<file path="config.mk">
export PLATFORM = sky130hd
export DESIGN_NAME = rot_remote_out
export DESIGN_NICKNAME = d
export VERILOG_FILES = /design/src/verilog/rot_pkg.sv /design/src/verilog/rot_remote_out.sv
export VERILOG_INCLUDE_DIRS = /design/src /design/src/verilog
export SDC_FILE = /design/constraint.sdc
export NUM_CORES = 1
export LEC_CHECK = 0
export BUFFER_PORTS_ARGS = -buffer_cell sky130_fd_sc_hd__buf_2
export CAP_MARGIN = 20
export CORE_MARGIN = 1.5
export CORE_UTILIZATION = 49
export CTS_CLUSTER_DIAMETER = 50
export DETAILED_ROUTE_END_ITERATION = 12
export GPL_TIMING_DRIVEN = 1
export PLACE_DENSITY = 0.83
export SYNTH_ARGS = -nofsm -noshare
export SYNTH_HDL_FRONTEND = slang
export SYNTH_SLANG_ARGS = --single-unit
</file>
<file path="constraint.sdc">
create_clock -name mclk -period 3.9 [get_ports mclk]
set_clock_uncertainty 0.1 [all_clocks]
set_input_delay 0.78 -clock mclk [delete_from_list [all_inputs] [get_ports mclk]]
set_output_delay 0.78 -clock mclk [all_outputs]
set_load 0.02 [all_outputs]
</file>
<file path="src/verilog/rot_params.svh">
// constants for the remote output terminal block
`ifndef ROT_PARAMS_SVH
`define ROT_PARAMS_SVH
`define ROT_WORD_W 12
`define ROT_NUM_TERM 18
`define ROT_CODE_W 8
`define ROT_CODE_POS 8'h60
`define ROT_CODE_NEG 8'hC4
`define ROT_RETAIN_RST 1'h0
`define ROT_WORD_RST 12'h000
// terminal bit positions inside {word two, word one}
`define ROT_POS_DOA 5'h00
`define ROT_POS_DOB 5'h01
`define ROT_POS_DOC 5'h02
`define ROT_POS_RELAY 5'h05
`define ROT_POS_EXTA 5'h08
`define ROT_POS_EXTB 5'h09
`define ROT_POS_EXTC 5'h0A
`define ROT_POS_OPT0 5'h0C
`define ROT_POS_RLY1 5'h13
`define ROT_POS_NETRLY 5'h16
`endif

</file>
<file path="src/verilog/rot_pkg.sv">
// types for the remote output terminal block
`include "rot_params.svh"
package rot_pkg;
  typedef enum logic [1:0] {
    SEL_RETAIN,
    SEL_WORD_ONE,
    SEL_WORD_TWO
  } rot_sel_t;
  typedef struct packed {
    logic valid;
    rot_sel_t sel;
    logic [`ROT_WORD_W-1:0] data;
  } rot_wr_t;
  typedef logic [`ROT_NUM_TERM-1:0][`ROT_CODE_W-1:0] rot_fsel_t;
  typedef struct packed {
    logic retain;
    logic [`ROT_WORD_W-1:0] wordOne;
    logic [`ROT_WORD_W-1:0] wordTwo;
    logic [`ROT_WORD_W-1:0] saveOne;
    logic [`ROT_WORD_W-1:0] saveTwo;
    logic [`ROT_NUM_TERM-1:0] term;
  } rot_state_t;
endpackage

</file>
<file path="src/verilog/rot_remote_out.sv">
// remote output terminal block: data words, retention store and terminal drive
`timescale 1ns/100ps
`include "rot_params.svh"
// How it works
// a set data bit turns a terminal on under the positive remote code, off under the negative.
// a clear data bit turns a terminal off under the positive code, on under the negative.
// with retention 0 a power failure clears both words, so terminals show the zero-bit level.
// with retention 1 a power failure saves both words and recovery restores them.
// a drive reset never saves the words; only a power failure does.
// terminals not assigned remote output follow their own function and ignore the data bits.
// both words are writable from the panel, the panel connector link and the option.
// a drive reset zeroes the words, or loads the saved values when retention is 1.
// changing retention from 1 to 0 clears the saved words.
// word one drives the three base outputs, the relay contact and three extension outputs.
// word two drives seven option outputs, three option relays and a network relay.
// extension and option terminals drive nothing when their option is absent.
// a terminal follows a word write one cycle after the word updates, glitch free.
module rot_remote_out (
  input wire logic mclk,
  input wire logic resetn,
  input wire rot_pkg::rot_wr_t operatorPanelWr,
  input wire rot_pkg::rot_wr_t panelConnectorLinkWr,
  input wire rot_pkg::rot_wr_t optionWr,
  input wire logic powerFail,
  input wire logic powerRecover,
  input wire logic driveReset,
  input wire rot_pkg::rot_fsel_t terminalFunctionSelect,
  input wire logic [`ROT_NUM_TERM-1:0] functionLevel,
  input wire logic extensionFitted,
  input wire logic optionOutFitted,
  input wire logic optionRelayFitted,
  input wire logic networkRelayFitted,
  output logic [`ROT_NUM_TERM-1:0] terminalOut,
  output logic retainRd,
  output logic [`ROT_WORD_W-1:0] wordOneRd,
  output logic [`ROT_WORD_W-1:0] wordTwoRd
);

  // ---------------------------------------------------------------
  // terminal map
  // ---------------------------------------------------------------
  // position of terminal i inside {word two, word one}
  function automatic logic [4:0] termPos(input int i);
    logic [4:0] p;
    p = 5'h00;
    if (i < 3) begin
      p = `ROT_POS_DOA + 5'(i);
    end else if (i == 3) begin
      p = `ROT_POS_RELAY;
    end else if (i < 7) begin
      p = `ROT_POS_EXTA + 5'(i - 4);
    end else if (i < 14) begin
      p = `ROT_POS_OPT0 + 5'(i - 7);
    end else if (i < 17) begin
      p = `ROT_POS_RLY1 + 5'(i - 14);
    end else begin
      p = `ROT_POS_NETRLY;
    end
    return p;
  endfunction

  // is the hardware behind terminal i present
  function automatic logic termFitted(input int i, input logic [3:0] fit);
    logic f;
    f = 1'b1;
    if (i >= 4 && i < 7) begin
      f = fit[0];
    end else if (i >= 7 && i < 14) begin
      f = fit[1];
    end else if (i >= 14 && i < 17) begin
      f = fit[2];
    end else if (i == 17) begin
      f = fit[3];
    end
    return f;
  endfunction

  // ---------------------------------------------------------------
  // state
  // ---------------------------------------------------------------
  rot_pkg::rot_state_t st_reg;
  rot_pkg::rot_state_t st_next;
  rot_pkg::rot_wr_t wr;
  logic [2*`ROT_WORD_W-1:0] dataBits;
  logic [3:0] fitVec;

  // write arbitration, panel first since an operator on site overrides remote masters
  // three write sources
  always_comb begin
    if (operatorPanelWr.valid) begin
      wr = operatorPanelWr;
    end else if (panelConnectorLinkWr.valid) begin
      wr = panelConnectorLinkWr;
    end else begin
      wr = optionWr;
    end
  end

  assign dataBits = {st_reg.wordTwo, st_reg.wordOne};
  assign fitVec = {networkRelayFitted, optionRelayFitted, optionOutFitted, extensionFitted};

  // next state: power failure beats drive reset, which beats writes
  always_comb begin
    logic [`ROT_CODE_W-1:0] code;
    code = '0;
    st_next = st_reg;
    if (powerFail) begin
      if (st_reg.retain) begin
        // save words at power failure
        st_next.saveOne = st_reg.wordOne;
        st_next.saveTwo = st_reg.wordTwo;
      end else begin
        // clear words at power failure
        st_next.wordOne = `ROT_WORD_RST;
        st_next.wordTwo = `ROT_WORD_RST;
      end
    end else if (powerRecover || driveReset) begin
      // no save on drive reset
      // volatile words, restored only under retention
      if (st_reg.retain) begin
        st_next.wordOne = st_reg.saveOne;
        st_next.wordTwo = st_reg.saveTwo;
      end else begin
        st_next.wordOne = `ROT_WORD_RST;
        st_next.wordTwo = `ROT_WORD_RST;
      end
    end else if (wr.valid) begin
      // word one takes the full 0..4095 range
      // word two takes the full 0..4095 range
      if (wr.sel == rot_pkg::SEL_WORD_ONE) begin
        st_next.wordOne = wr.data;
      end else if (wr.sel == rot_pkg::SEL_WORD_TWO) begin
        st_next.wordTwo = wr.data;
      end else if (wr.sel == rot_pkg::SEL_RETAIN) begin
        st_next.retain = wr.data[0];
        // leaving retention drops the saved words
        if (st_reg.retain && !wr.data[0]) begin
          st_next.saveOne = `ROT_WORD_RST;
          st_next.saveTwo = `ROT_WORD_RST;
        end
      end
    end
    // terminals from registered words only, so untouched bits never glitch
    // one cycle behind the word
    for (int i = 0; i < `ROT_NUM_TERM; i++) begin
      code = terminalFunctionSelect[i];
      if (!termFitted(i, fitVec)) begin
        // absent option drives nothing
        st_next.term[i] = 1'b0;
      end else if (code == `ROT_CODE_POS) begin
        // positive polarity
        st_next.term[i] = dataBits[termPos(i)];
      end else if (code == `ROT_CODE_NEG) begin
        // negative polarity
        st_next.term[i] = !dataBits[termPos(i)];
      end else begin
        // own function wins
        st_next.term[i] = functionLevel[i];
      end
    end
  end

  // single state register; resetn is the commissioning reset
  always_ff @(posedge mclk) begin
    if (!resetn) begin
      st_reg <= '{retain: `ROT_RETAIN_RST, wordOne: `ROT_WORD_RST, wordTwo: `ROT_WORD_RST,
                 saveOne: `ROT_WORD_RST, saveTwo: `ROT_WORD_RST, term: '0};
    end else begin
      st_reg <= st_next;
    end
  end

  assign terminalOut = st_reg.term;
  assign retainRd = st_reg.retain;
  assign wordOneRd = st_reg.wordOne;
  assign wordTwoRd = st_reg.wordTwo;

  // ---------------------------------------------------------------
  // checks
  // ---------------------------------------------------------------
  posPolarity_a: assert property (@(posedge mclk) disable iff (!resetn)
    terminalFunctionSelect[0] == `ROT_CODE_POS |=> terminalOut[0] == $past(st_reg.wordOne[0]))
    else $error("positive terminal does not follow its bit");

  negPolarity_a: assert property (@(posedge mclk) disable iff (!resetn)
    terminalFunctionSelect[7] == `ROT_CODE_NEG && optionOutFitted
    |=> terminalOut[7] == !$past(st_reg.wordTwo[0]))
    else $error("negative terminal does not invert its bit");

  failClear_a: assert property (@(posedge mclk) disable iff (!resetn)
    powerFail && !st_reg.retain |=> wordOneRd == 12'h000 && wordTwoRd == 12'h000)
    else $error("words not cleared at power failure");

  failSave_a: assert property (@(posedge mclk) disable iff (!resetn)
    powerFail && st_reg.retain ##1 powerRecover && !powerFail
    |=> wordTwoRd == $past(st_reg.wordTwo, 2))
    else $error("restored word differs from word at failure");

  noResetSave_a: assert property (@(posedge mclk) disable iff (!resetn)
    driveReset && !powerFail && !wr.valid |=> $stable(st_reg.saveOne))
    else $error("drive reset changed the saved word");

  ownFunction_a: assert property (@(posedge mclk) disable iff (!resetn)
    terminalFunctionSelect[2] != `ROT_CODE_POS && terminalFunctionSelect[2] != `ROT_CODE_NEG
    |=> terminalOut[2] == $past(functionLevel[2]))
    else $error("non remote terminal ignored its function");

  linkWrite_a: assert property (@(posedge mclk) disable iff (!resetn)
    !operatorPanelWr.valid && panelConnectorLinkWr.valid && !powerFail && !powerRecover
    && !driveReset && panelConnectorLinkWr.sel == rot_pkg::SEL_WORD_TWO
    |=> wordTwoRd == $past(panelConnectorLinkWr.data))
    else $error("link write lost");

  resetZero_a: assert property (@(posedge mclk) disable iff (!resetn)
    driveReset && !powerFail && !st_reg.retain |=> wordOneRd == 12'h000)
    else $error("drive reset kept a volatile word");

  retainDrop_a: assert property (@(posedge mclk) disable iff (!resetn)
    wr.valid && wr.sel == rot_pkg::SEL_RETAIN && !wr.data[0] && st_reg.retain
    && !powerFail && !powerRecover && !driveReset |=> st_reg.saveTwo == 12'h000)
    else $error("saved words kept after leaving retention");

  absentOption_a: assert property (@(posedge mclk) disable iff (!resetn)
    !extensionFitted |=> terminalOut[4] == 1'b0)
    else $error("absent extension drives a terminal");

  wordToPin_a: assert property (@(posedge mclk) disable iff (!resetn)
    operatorPanelWr.valid && operatorPanelWr.sel == rot_pkg::SEL_WORD_ONE
    && !powerFail && !powerRecover && !driveReset
    ##1 terminalFunctionSelect[0] == `ROT_CODE_POS
    |=> terminalOut[0] == $past(operatorPanelWr.data[0], 2))
    else $error("terminal late after word write");

endmodule

</file>
==> results.ini, run 1 <==
[sta]
min_period_over_period = 0.693
finalHoldViolCount = 0
setup_violations = 0
max_clock_freq_ghz = 0.370
rsz0062_at_grt = false
timing.final.max_slew_violations = 0
fin_tns_setup_ps = 0
worst_pin_slew_ps = 1030
max_slew_margin = 0.312
hold_ws_ps = 379
final.min_clock_period_ps = 2700

[worst_setup_path]
cp-end-kind = flop
cpPeakStageDelay_ps = 470
r2r_end = wordOneRd[9]
reg2reg_slack_ps = 2080
path_class = primary input to flop
crit_path_max_fanout = 31
reg2reg_depth = 4
r2r-start = retainRd
worst_ep_arrival_time_ps = 2830
cp_num_buf_inv = 2
path_cells = buf_2 -> o21a_1 -> inv_1 -> ha_1 -> nand4b_1 -> and3_1 -> o21a_1
crit_path_top_delay_cell = nand4b_1
cp.required_ps = 4030
path_depth = 7
crit_top_cell = o21a_1
critical_path.top_delay_family = simple AND/OR/NAND/NOR gates
startpoint_type = primary input

[clock_network]
ctsResizeCount = 0
h-tree-depth = 3
hold_buffers = 0
postCtsSetupRepairBufs = 0
cts_buffers = 9
cts_buffer_depth = 2
clkSlewWorstSetupHoldPaths_ps = 80
clock_sinks = 67
clk_latency_ps = 340
cts_tree = yes
cts_root_buffer = clkbuf_8

[detailed_routing]
firstDrtPassIters = 7
vias_per_cell = 5.82
drtIter0Drc = 271
vias = 5260
ant_nets = 0
wl_per_cell_microns = 15.6
post-route-drc-count = 0
wl_microns = 14100

[power_and_ir_drop]
p_leak_nw = 2.65
vdd_drop_max_mv = 0.144
power.total_mw = 1.71
p_per_area_nw_per_um2 = 283

[hold_path]
min-delay-start = wordOneRd[3]
hold_path_class = flop to flop
hold_depth = 2
hold_end = wordOneRd[3]

[floorplanning]
die_w_microns = 102
io_pins = 259
core_sq_um = 9330
num_rows = 35
die_area_sq_um = 10300
floorplan.initialDensity = 0.512
dieHeight_microns = 102

[global_routing]
grtUsageTotal = 0.265
grt_pass1_wl_microns = 21900
antenna_found_initial = 0
grt_pass1_vias = 4974
grt_overflow = 0
grt_max_degree = 63

[synth]
synth_cell_type_count = 58
netlist_instances = 569
syn-cell-area_sq_um = 4770
synth_nets = 788
syn_avg_cell_area_sq_um = 8.39
yosysSeqAreaShare = 0.281
yosysWarnings = 0
synth-seq-cells = 67
synth_edf_count = 0
synthFlopType = dfxtp_1
synthArstFlopShare = 0

[layout]
n_antenna_cell = 0
drive_gt1_frac = 0.403
stdcell_area_sq_um = 6020
fin_nets = 989
final-instance-count-excl-fill = 904
largest_register_ffs = 24
area_delta_synth_final_pct = 26.1

[placement]
portBuffers = 258
dpl_cell_area_sq_um = 5790
dp_hpwl_microns = 11000
place_inst = 888
gp_congestion = 0.900

[status]
status = finished clean

[job]
cap_violations = 0

## power breakdown
group | leakage [nW] | internal, mW | switching, mW
combinational | 1.98 | 0.163 | 0.183
sequential | 0.543 | 0.699 | 0.00931
clock | 0.119 | 0.392 | 0.260
total | 2.65 | 1.25 | 0.453
## worst max path at each step
| stage | from | end |
|---|---|---|
| 6_report | operatorPanelWr[14] | wordTwoRd[11] |
| 3_3_place_gp | operatorPanelWr[14] | wordTwoRd[8] |
| 4_1_cts | operatorPanelWr[14] | wordTwoRd[7] |
| 2_1_floorplan | panelConnectorLinkWr[14] | st_reg[21] |
| 5_1_grt | operatorPanelWr[14] | wordTwoRd[10] |
| 3_5_place_dp | operatorPanelWr[14] | wordTwoRd[7] |
## cell usage in the layout, fill, tap and decap left out, types with 5 or more instances in the layout
cell type,n
a2bb2oi_1,7
nand4b_1,9
nor2b_1,6
a221oi_1,7
nor2_1,25
a41o_1,7
a21oi_1,23
nand4_1,15
dfxtp_1,67
o21ai_0,19
a32oi_1,35
clkbuf_8,11
a21boi_0,7
and3_1,13
nor4bb_1,11
mux2i_1,18
a31oi_1,7
inv_1,39
or2_1,8
nand2b_1,8
o21a_1,16
nand2_1,29
a32o_1,11
a21boi_1,10
nor3_1,14
and2_1,5
o311ai_0,5
buf_2,258
a211oi_1,7
buf_4,5
nor3b_1,5
o21ai_2,20
## through the flow
stage,setup WS [ps],util
floorplan,1150,-
global placement,978,0.621
detailed placement,931,0.621
CTS,1290,0.645
global route,1110,0.645
finish,1200,0.645
## layer usage
layer  GRT usage  part of all wire  up-vias
met2       0.492              0.53      256
met4      0.0908             0.025        0
met5           0                 0        -
met1       0.287              0.37     2427
li1            -                 -     2542
met3      0.0725             0.077       35
## cells by family after synthesis
family                     count (synthesis)  synth area share
AOI/OAI and AO/OA                        203             0.336
muxes                                     19            0.0425
and+or+nand+nor                          165             0.203
DFF                                       67             0.281
adders and majority gates                  3           0.00786
buffers and inverters                    112             0.129
## area by class of cell
| class | count | area [sq um] |
|---|---|---|
| Clock inverter | 5 | 75.1 |
| Fill cell | 822 | 3310 |
| Multi-Input combinational cell | 390 | 2820 |
| Sequential cell | 67 | 1340 |
| Inverter | 39 | 146 |
| Timing Repair Buffer | 263 | 1330 |
| Tap cell | 129 | 161 |
| Clock buffer | 11 | 151 |
## worst min-delay path, cell delays in order (launching register included)
cell      delay (ps)
dfxtp_1          330
nand2_1           60
a21boi_1          50
## synthesized netlist by cell type, drive strengths merged, types with 5 or more instances
cell,count,area [sq um]
nor3,14,70.1
and2,5,31.3
o21ai,40,275
o311ai,5,43.8
nand2,29,109
nand2b,8,50.1
or2,12,75.1
and3,13,81.3
clkbuf,18,67.6
a21boi,17,128
a32oi,35,307
a32o,11,110
a31oi,7,43.8
nor4bb,11,110
a2bb2oi,8,76.3
a221oi,7,61.3
mux2i,19,203
a21oi,24,124
a41o,7,70.1
dfxtp,67,1340
nand4,15,93.8
nor3b,5,37.5
o21a,16,120
a211oi,7,52.6
inv,39,146
buf,55,404
nand4b,9,78.8
nor2,25,93.8
nor2b,6,37.5
No activity file was read; power rests on OpenSTA's default activity.
==> run 2, diff against run 1 <==
--- a/config.mk
+++ b/config.mk
@@ -9,11 +9,11 @@
 export BUFFER_PORTS_ARGS = -buffer_cell sky130_fd_sc_hd__buf_2
 export CAP_MARGIN = 20
 export CORE_MARGIN = 1.5
-export CORE_UTILIZATION = 49
+export CORE_UTILIZATION = 46
 export CTS_CLUSTER_DIAMETER = 50
 export DETAILED_ROUTE_END_ITERATION = 12
 export GPL_TIMING_DRIVEN = 1
-export PLACE_DENSITY = 0.83
+export PLACE_DENSITY = 0.78
 export SYNTH_ARGS = -nofsm -noshare
 export SYNTH_HDL_FRONTEND = slang
 export SYNTH_SLANG_ARGS = --single-unit
==> constraint.sdc (replaced) <==
create_clock -name mclk -period 2.8 [get_ports mclk]
set_clock_uncertainty 0.1 [all_clocks]
set_input_delay 0.56 -clock mclk [delete_from_list [all_inputs] [get_ports mclk]]
set_output_delay 0.56 -clock mclk [all_outputs]
set_load 0.02 [all_outputs]
==> run 2 against run 1 <==
  * Clock power is 10% higher
  * Sequential power increased by 39%
  * Via count about the same
  * Worst hold slack got worse by 29 ps
  * Combinational power up 42%
  * Register-to-register slack got worse by 1100 ps
  * Critical path depth is 1 higher
  * Sequential share of layout area about the same
  * First-iteration DRC count is 26% higher
  * Die area rose by 6.3%
  * Critical endpoint unchanged
==> results.ini, run 2 (synthesis results as in run 1) <==
[sta]
max_clock_freq_ghz = 0.447
final.min_clock_period_ps = 2240
finalHoldViolCount = 0  ; unchanged
fin_tns_setup_ps = 0  ; unchanged
max_slew_margin = 0.415  ; +0.104
setup_violations = 0  ; unchanged
worst_pin_slew_ps = 877  ; -155 ps
timing.final.max_slew_violations = 0  ; unchanged
rsz0062_at_grt = false
min_period_over_period = 0.799

[worst_setup_path]
r2r-start = retainRd
path_cells = buf_2 -> mux2i_1 -> o21a_1 -> inv_1 -> ha_1 -> nand4b_1 -> and3_1 -> o21a_1
crit_path_max_fanout = 12  ; -61%
startpoint_type = primary input
cp.required_ps = 2920  ; -1110 ps
cp-end-kind = flop
crit_path_top_delay_cell = nand4b_1
crit_top_cell = o21a_1
cpPeakStageDelay_ps = 470  ; about the same
reg2reg_depth = 4  ; unchanged
worst_ep_arrival_time_ps = 2360  ; -470 ps
path_class = primary input to flop
r2r_end = wordOneRd[0]
reg2reg_slack_ps = 960  ; -1120 ps

[detailed_routing]
ant_nets = 0  ; unchanged
drtIter0Drc = 341  ; +26%
vias = 5256  ; -0.076%
post-route-drc-count = 0  ; unchanged
vias_per_cell = 5.76  ; -1.1%
wl_microns = 14400  ; +2.2%
wl_per_cell_microns = 15.8  ; +1.2%
firstDrtPassIters = 5  ; -2

[placement]
gp_congestion = 0.863  ; -4.1%
dp_hpwl_microns = 11100  ; +1.6%
portBuffers = 258  ; unchanged

[floorplanning]
dieHeight_microns = 105  ; +3.1%
io_pins = 259  ; unchanged
core_sq_um = 10200  ; +9.2%
die_area_sq_um = 11000  ; +6.3%
floorplan.initialDensity = 0.469  ; -0.0431
num_rows = 37  ; +5.7%
die_w_microns = 105  ; +3.1%

[power_and_ir_drop]
vdd_drop_max_mv = 0.252  ; +75%
p_sw_frac = 0.289  ; +0.0234
switchingPower_uw = 634  ; +40%
p_leak_nw = 2.64  ; -0.11%
p_per_area_nw_per_um2 = 365  ; +29%
p_int_mw = 1.56  ; +25%
power_frac_seq = 0.450  ; +0.035
power_frac_comb = 0.223  ; +0.020
p_clk_frac = 0.328  ; -0.054

[clock_network]
postCtsSetupRepairBufs = 0  ; unchanged
hold_buffers = 0  ; unchanged
cts_tree = yes
cts_buffers = 9  ; unchanged
cts_buffer_depth = 2  ; unchanged
clk_latency_ps = 330  ; about the same
h-tree-depth = 3  ; unchanged
ctsResizeCount = 0  ; unchanged
clock_sinks = 67  ; unchanged
cts_root_buffer = clkbuf_8
clkSlewWorstSetupHoldPaths_ps = 70  ; about the same

[global_routing]
grt_max_degree = 32  ; -49%
grt_pass1_vias = 5223  ; +5.0%
antenna_found_initial = 0  ; unchanged
grtUsageTotal = 0.256  ; -0.00894
grt_overflow = 0  ; unchanged
grt_pass1_wl_microns = 23400  ; +7.3%

[hold_path]
hold_depth = 3  ; +1
hold_end = terminalOut[17]
hold_path_class = primary input to flop
min-delay-start = networkRelayFitted

[job]
cap_violations = 0  ; unchanged

[layout]
fin_nets = 993  ; +0.40%
n_antenna_cell = 0  ; unchanged
fillers = 967  ; +18%
largest_register_ffs = 24  ; unchanged
area_delta_synth_final_pct = 25.9
drive_gt1_frac = 0.404  ; +0.00154
final_common_cell = buf_2
mostFrequentLayoutCells = buf_2, dfxtp_1, inv_1, a32oi_1, nand2_1
utilization = 0.590  ; -0.0552

[status]
status = finished clean

-- run 2: cell count changes in the layout (fill, tap and decap cells not counted) --
| cell | previous run | this run |
|---|---|---|
| bufinv_16 | 2 | 0 |
| buf_4 | 5 | 8 |
| buf_12 | 0 | 1 |
-- run 2: critical path: cells and delay by family --
kind | cells | cell delay [ps]
buf+inv | 2 | 170
simple gates | 2 | 830
mux | 1 | 180
fa+ha+maj | 1 | 260
compound gates | 2 | 360
-- run 2: power by group through the flow --
stage | clock [mW] | sequential (mW) | combinational (mW)
after floorplan | 0 | 1.00 | 0.268
after global placement | 0 | 1.01 | 0.463
after detailed placement | 0 | 1.01 | 0.484
after CTS | 0.728 | 0.987 | 0.486
after global routing | 0.769 | 0.988 | 0.531
final | 0.719 | 0.986 | 0.489
-- run 2: worst max-delay path by stage --
stage / to / slack (ps) / from
global route: wordTwoRd[11] / 480 / panelConnectorLinkWr[14]
detailed placement: wordTwoRd[11] / 240 / panelConnectorLinkWr[14]
global placement: wordTwoRd[8] / 270 / panelConnectorLinkWr[14]
floorplan: st_reg[21] / 270 / panelConnectorLinkWr[14]
CTS: wordTwoRd[7] / 600 / panelConnectorLinkWr[14]
finish: wordTwoRd[11] / 560 / panelConnectorLinkWr[14]
-- run 2: final cells by class --
type,count,area [sq um],share of cell area
inverters,39,146,0.0244
clock inverters,3,15.0,0.00250
flip-flops and latches,67,1340,0.223
clock buffers,11,151,0.0252
repair buffers,267,1370,0.228
well taps,136,170,0.0283
multi-input cells,390,2820,0.468
-- run 2: layer usage --
metal,global-route usage,wire [microns]
met2,0.495,7690
met4,0.0763,218
met5,0,0
met3,0.0399,827
met1,0.283,5710
-- run 2: stage by stage --
stage	power [mW]	area [sq um]	instances	worst slack [ps]	hold slack (ps)
floorplan	1.27	4770	569	272	344
global placement	1.47	5840	899	275	354
detailed placement	1.49	5840	899	241	363
CTS	2.20	6010	913	595	334
global route	2.29	6010	913	480	374
finish	2.19	6010	913	562	350
==> run 3, diff against run 2 <==
==> constraint.sdc (replaced) <==
create_clock -name mclk -period 2.2 [get_ports mclk]
set_clock_uncertainty 0.1 [all_clocks]
set_input_delay 0.44 -clock mclk [delete_from_list [all_inputs] [get_ports mclk]]
set_output_delay 0.44 -clock mclk [all_outputs]
set_load 0.02 [all_outputs]
==> run 3 against run 2 <==
  * Core utilization rose by 0.74 points
  * Worst hold slack got worse by 130 ps
  * Total power increased by 30%
  * Worst setup slack worse by 230 ps
  * Sequential cell count stayed put
  * Routed wire length rose by 0.82%
  * Register-to-register slack got worse by 430 ps
  * Critical path type unchanged
  * Largest cell class unchanged
  * Sequential power increased by 28%
  * Sequential share of layout area decreased by 0.28 points
  * Final cell count rose by 0.77%
  * Critical path depth unchanged
==> results.ini, run 3 (synthesis results as in run 1) <==
[floorplanning]
num_rows = 37  ; unchanged
core_sq_um = 10200  ; unchanged
floorplan.initialDensity = 0.469  ; unchanged
dieHeight_microns = 105  ; unchanged
die_w_microns = 105  ; unchanged
die_area_sq_um = 11000  ; unchanged
io_pins = 259  ; unchanged

[detailed_routing]
wl_microns = 14600  ; +0.82%
firstDrtPassIters = 6  ; +1
vias = 5340  ; +1.6%
drtIter0Drc = 351  ; +2.9%
vias_per_cell = 5.80  ; +0.83%
post-route-drc-count = 0  ; unchanged
ant_nets = 0  ; unchanged
wl_per_cell_microns = 15.8  ; about the same

[placement]
gp_congestion = 0.892  ; +3.3%
portBuffers = 258  ; unchanged
dp_hpwl_microns = 11100  ; -0.48%
dpl_cell_area_sq_um = 5910  ; +1.1%

[layout]
stdcell_area_sq_um = 6090  ; +1.2%
mostFrequentLayoutCells = buf_2, dfxtp_1, inv_1, a32oi_1, nand2_1
fin_nets = 999  ; +0.60%
utilization = 0.598  ; +0.00737
drive_gt1_frac = 0.411  ; +0.00660
fillers = 916  ; -5.3%
final_common_cell = buf_2
area_delta_synth_final_pct = 27.5
n_antenna_cell = 0  ; unchanged
largest_register_ffs = 24  ; unchanged

[worst_setup_path]
path_class = primary input to flop
critical_path.top_delay_family = compound AO/OA/AOI/OAI gates
crit_path_top_delay_cell = o41ai_4
path_cells = buf_2 -> mux2i_1 -> o21a_1 -> ha_2 -> nand3_2 -> o41ai_4 -> buf_12 -> o21ai_0
cp_num_buf_inv = 2  ; unchanged
startpoint_type = primary input
cp.required_ps = 2320  ; -600 ps
cpPeakStageDelay_ps = 410  ; -60 ps
cp-end-kind = flop
worst_ep_arrival_time_ps = 2000  ; -360 ps
crit_path_max_fanout = 24  ; +12

[global_routing]
met3_usage = 0.0536  ; +0.0137
grtUsageTotal = 0.253  ; -0.00264
grt_max_degree = 60  ; +88%
grt_overflow = 0  ; unchanged
grt_pass1_wl_microns = 23100  ; -1.3%
use_met1 = 0.278  ; -0.00495
antenna_found_initial = 0  ; unchanged
top_usage_layer = met2
met2_usage = 0.473  ; -0.0224
grt_pass1_vias = 5212  ; -0.21%

[job]
cap_violations = 0  ; unchanged

[clock_network]
cts_buffers = 9  ; unchanged
h-tree-depth = 3  ; unchanged
cts_tree = yes
clk_latency_ps = 350  ; +20 ps
ctsResizeCount = 0  ; unchanged
hold_buffers = 0  ; unchanged
clkSlewWorstSetupHoldPaths_ps = 70  ; about the same
clock_sinks = 67  ; unchanged
cts_buffer_depth = 2  ; unchanged
postCtsSetupRepairBufs = 0  ; unchanged
cts_root_buffer = clkbuf_8

[sta]
final.min_clock_period_ps = 1870
rsz0062_at_grt = false
setup_violations = 0  ; unchanged
max_slew_margin = 0.343  ; -0.0726
max_clock_freq_ghz = 0.534
finalHoldViolCount = 0  ; unchanged
timing.final.max_slew_violations = 0  ; unchanged
worst_pin_slew_ps = 986  ; +109 ps
min_period_over_period = 0.851

[power_and_ir_drop]
vdd_drop_max_mv = 0.286  ; +13%
p_per_area_nw_per_um2 = 469  ; +29%
p_leak_nw = 2.68  ; +1.3%

[status]
status = finished clean

[hold_path]
hold_path_class = primary input to flop

## run 3: changes by cell type in the layout (fill, tap and decap cells not counted), sizes merged
cell	previous run	this run
clkbuf	11	13
buf	267	273
clkinv	3	2
## run 3: final timing paths
path	startpoint	end	slack, ps	depth (start not counted)
worst max-delay path	panelConnectorLinkWr[14]	st_reg[18]	330	8
worst min-delay path	networkRelayFitted	terminalOut[17]	220	3
worst max register to register	retainRd	st_reg[39]	530	3
worst min register to register	st_reg[32]	st_reg[32]	380	2
## run 3: power by group
group | internal (mW) | leakage (nW) | switching, mW
clock | 0.492 | 0.0953 | 0.469
sequential | 1.24 | 0.543 | 0.0172
combinational | 0.307 | 2.04 | 0.332
total | 2.04 | 2.68 | 0.819
## run 3: tightest hold or removal path, stage by stage
cell and delay, ps:
buf_2 100, nand2_1 50, a31oi_1 30
## run 3: metrics by stage
step / total power, mW / hold slack (ps) / std cells / setup TNS (ps) / setup WS [ps]
finish: 2.86 / 218 / 920 / 0 / 328
global route: 2.98 / 243 / 920 / 0 / 221
CTS: 2.87 / 205 / 920 / 0 / 336
detailed placement: 1.91 / 372 / 905 / -124 / -38.4
global placement: 1.89 / 361 / 905 / 0 / 50.8
floorplan: 1.62 / 344 / 569 / -989 / -49.5
## run 3: final cells by class
class	instances	area [sq um]	share of cell area
sequential	67	1340	0.220
clock inverter	2	10.0	0.00164
multi-input combinational	390	2820	0.463
timing repair buffer	273	1430	0.235
inverter	39	146	0.0241
clock buffer	13	169	0.0278
tap	136	170	0.0280
## run 3: routing by layer
| metal | wire length, microns | vias up |
|---|---|---|
| met5 | 0 | - |
| met4 | 349 | 0 |
| met3 | 932 | 35 |
| met2 | 7560 | 225 |
| met1 | 5730 | 2521 |
| li1 | - | 2559 |
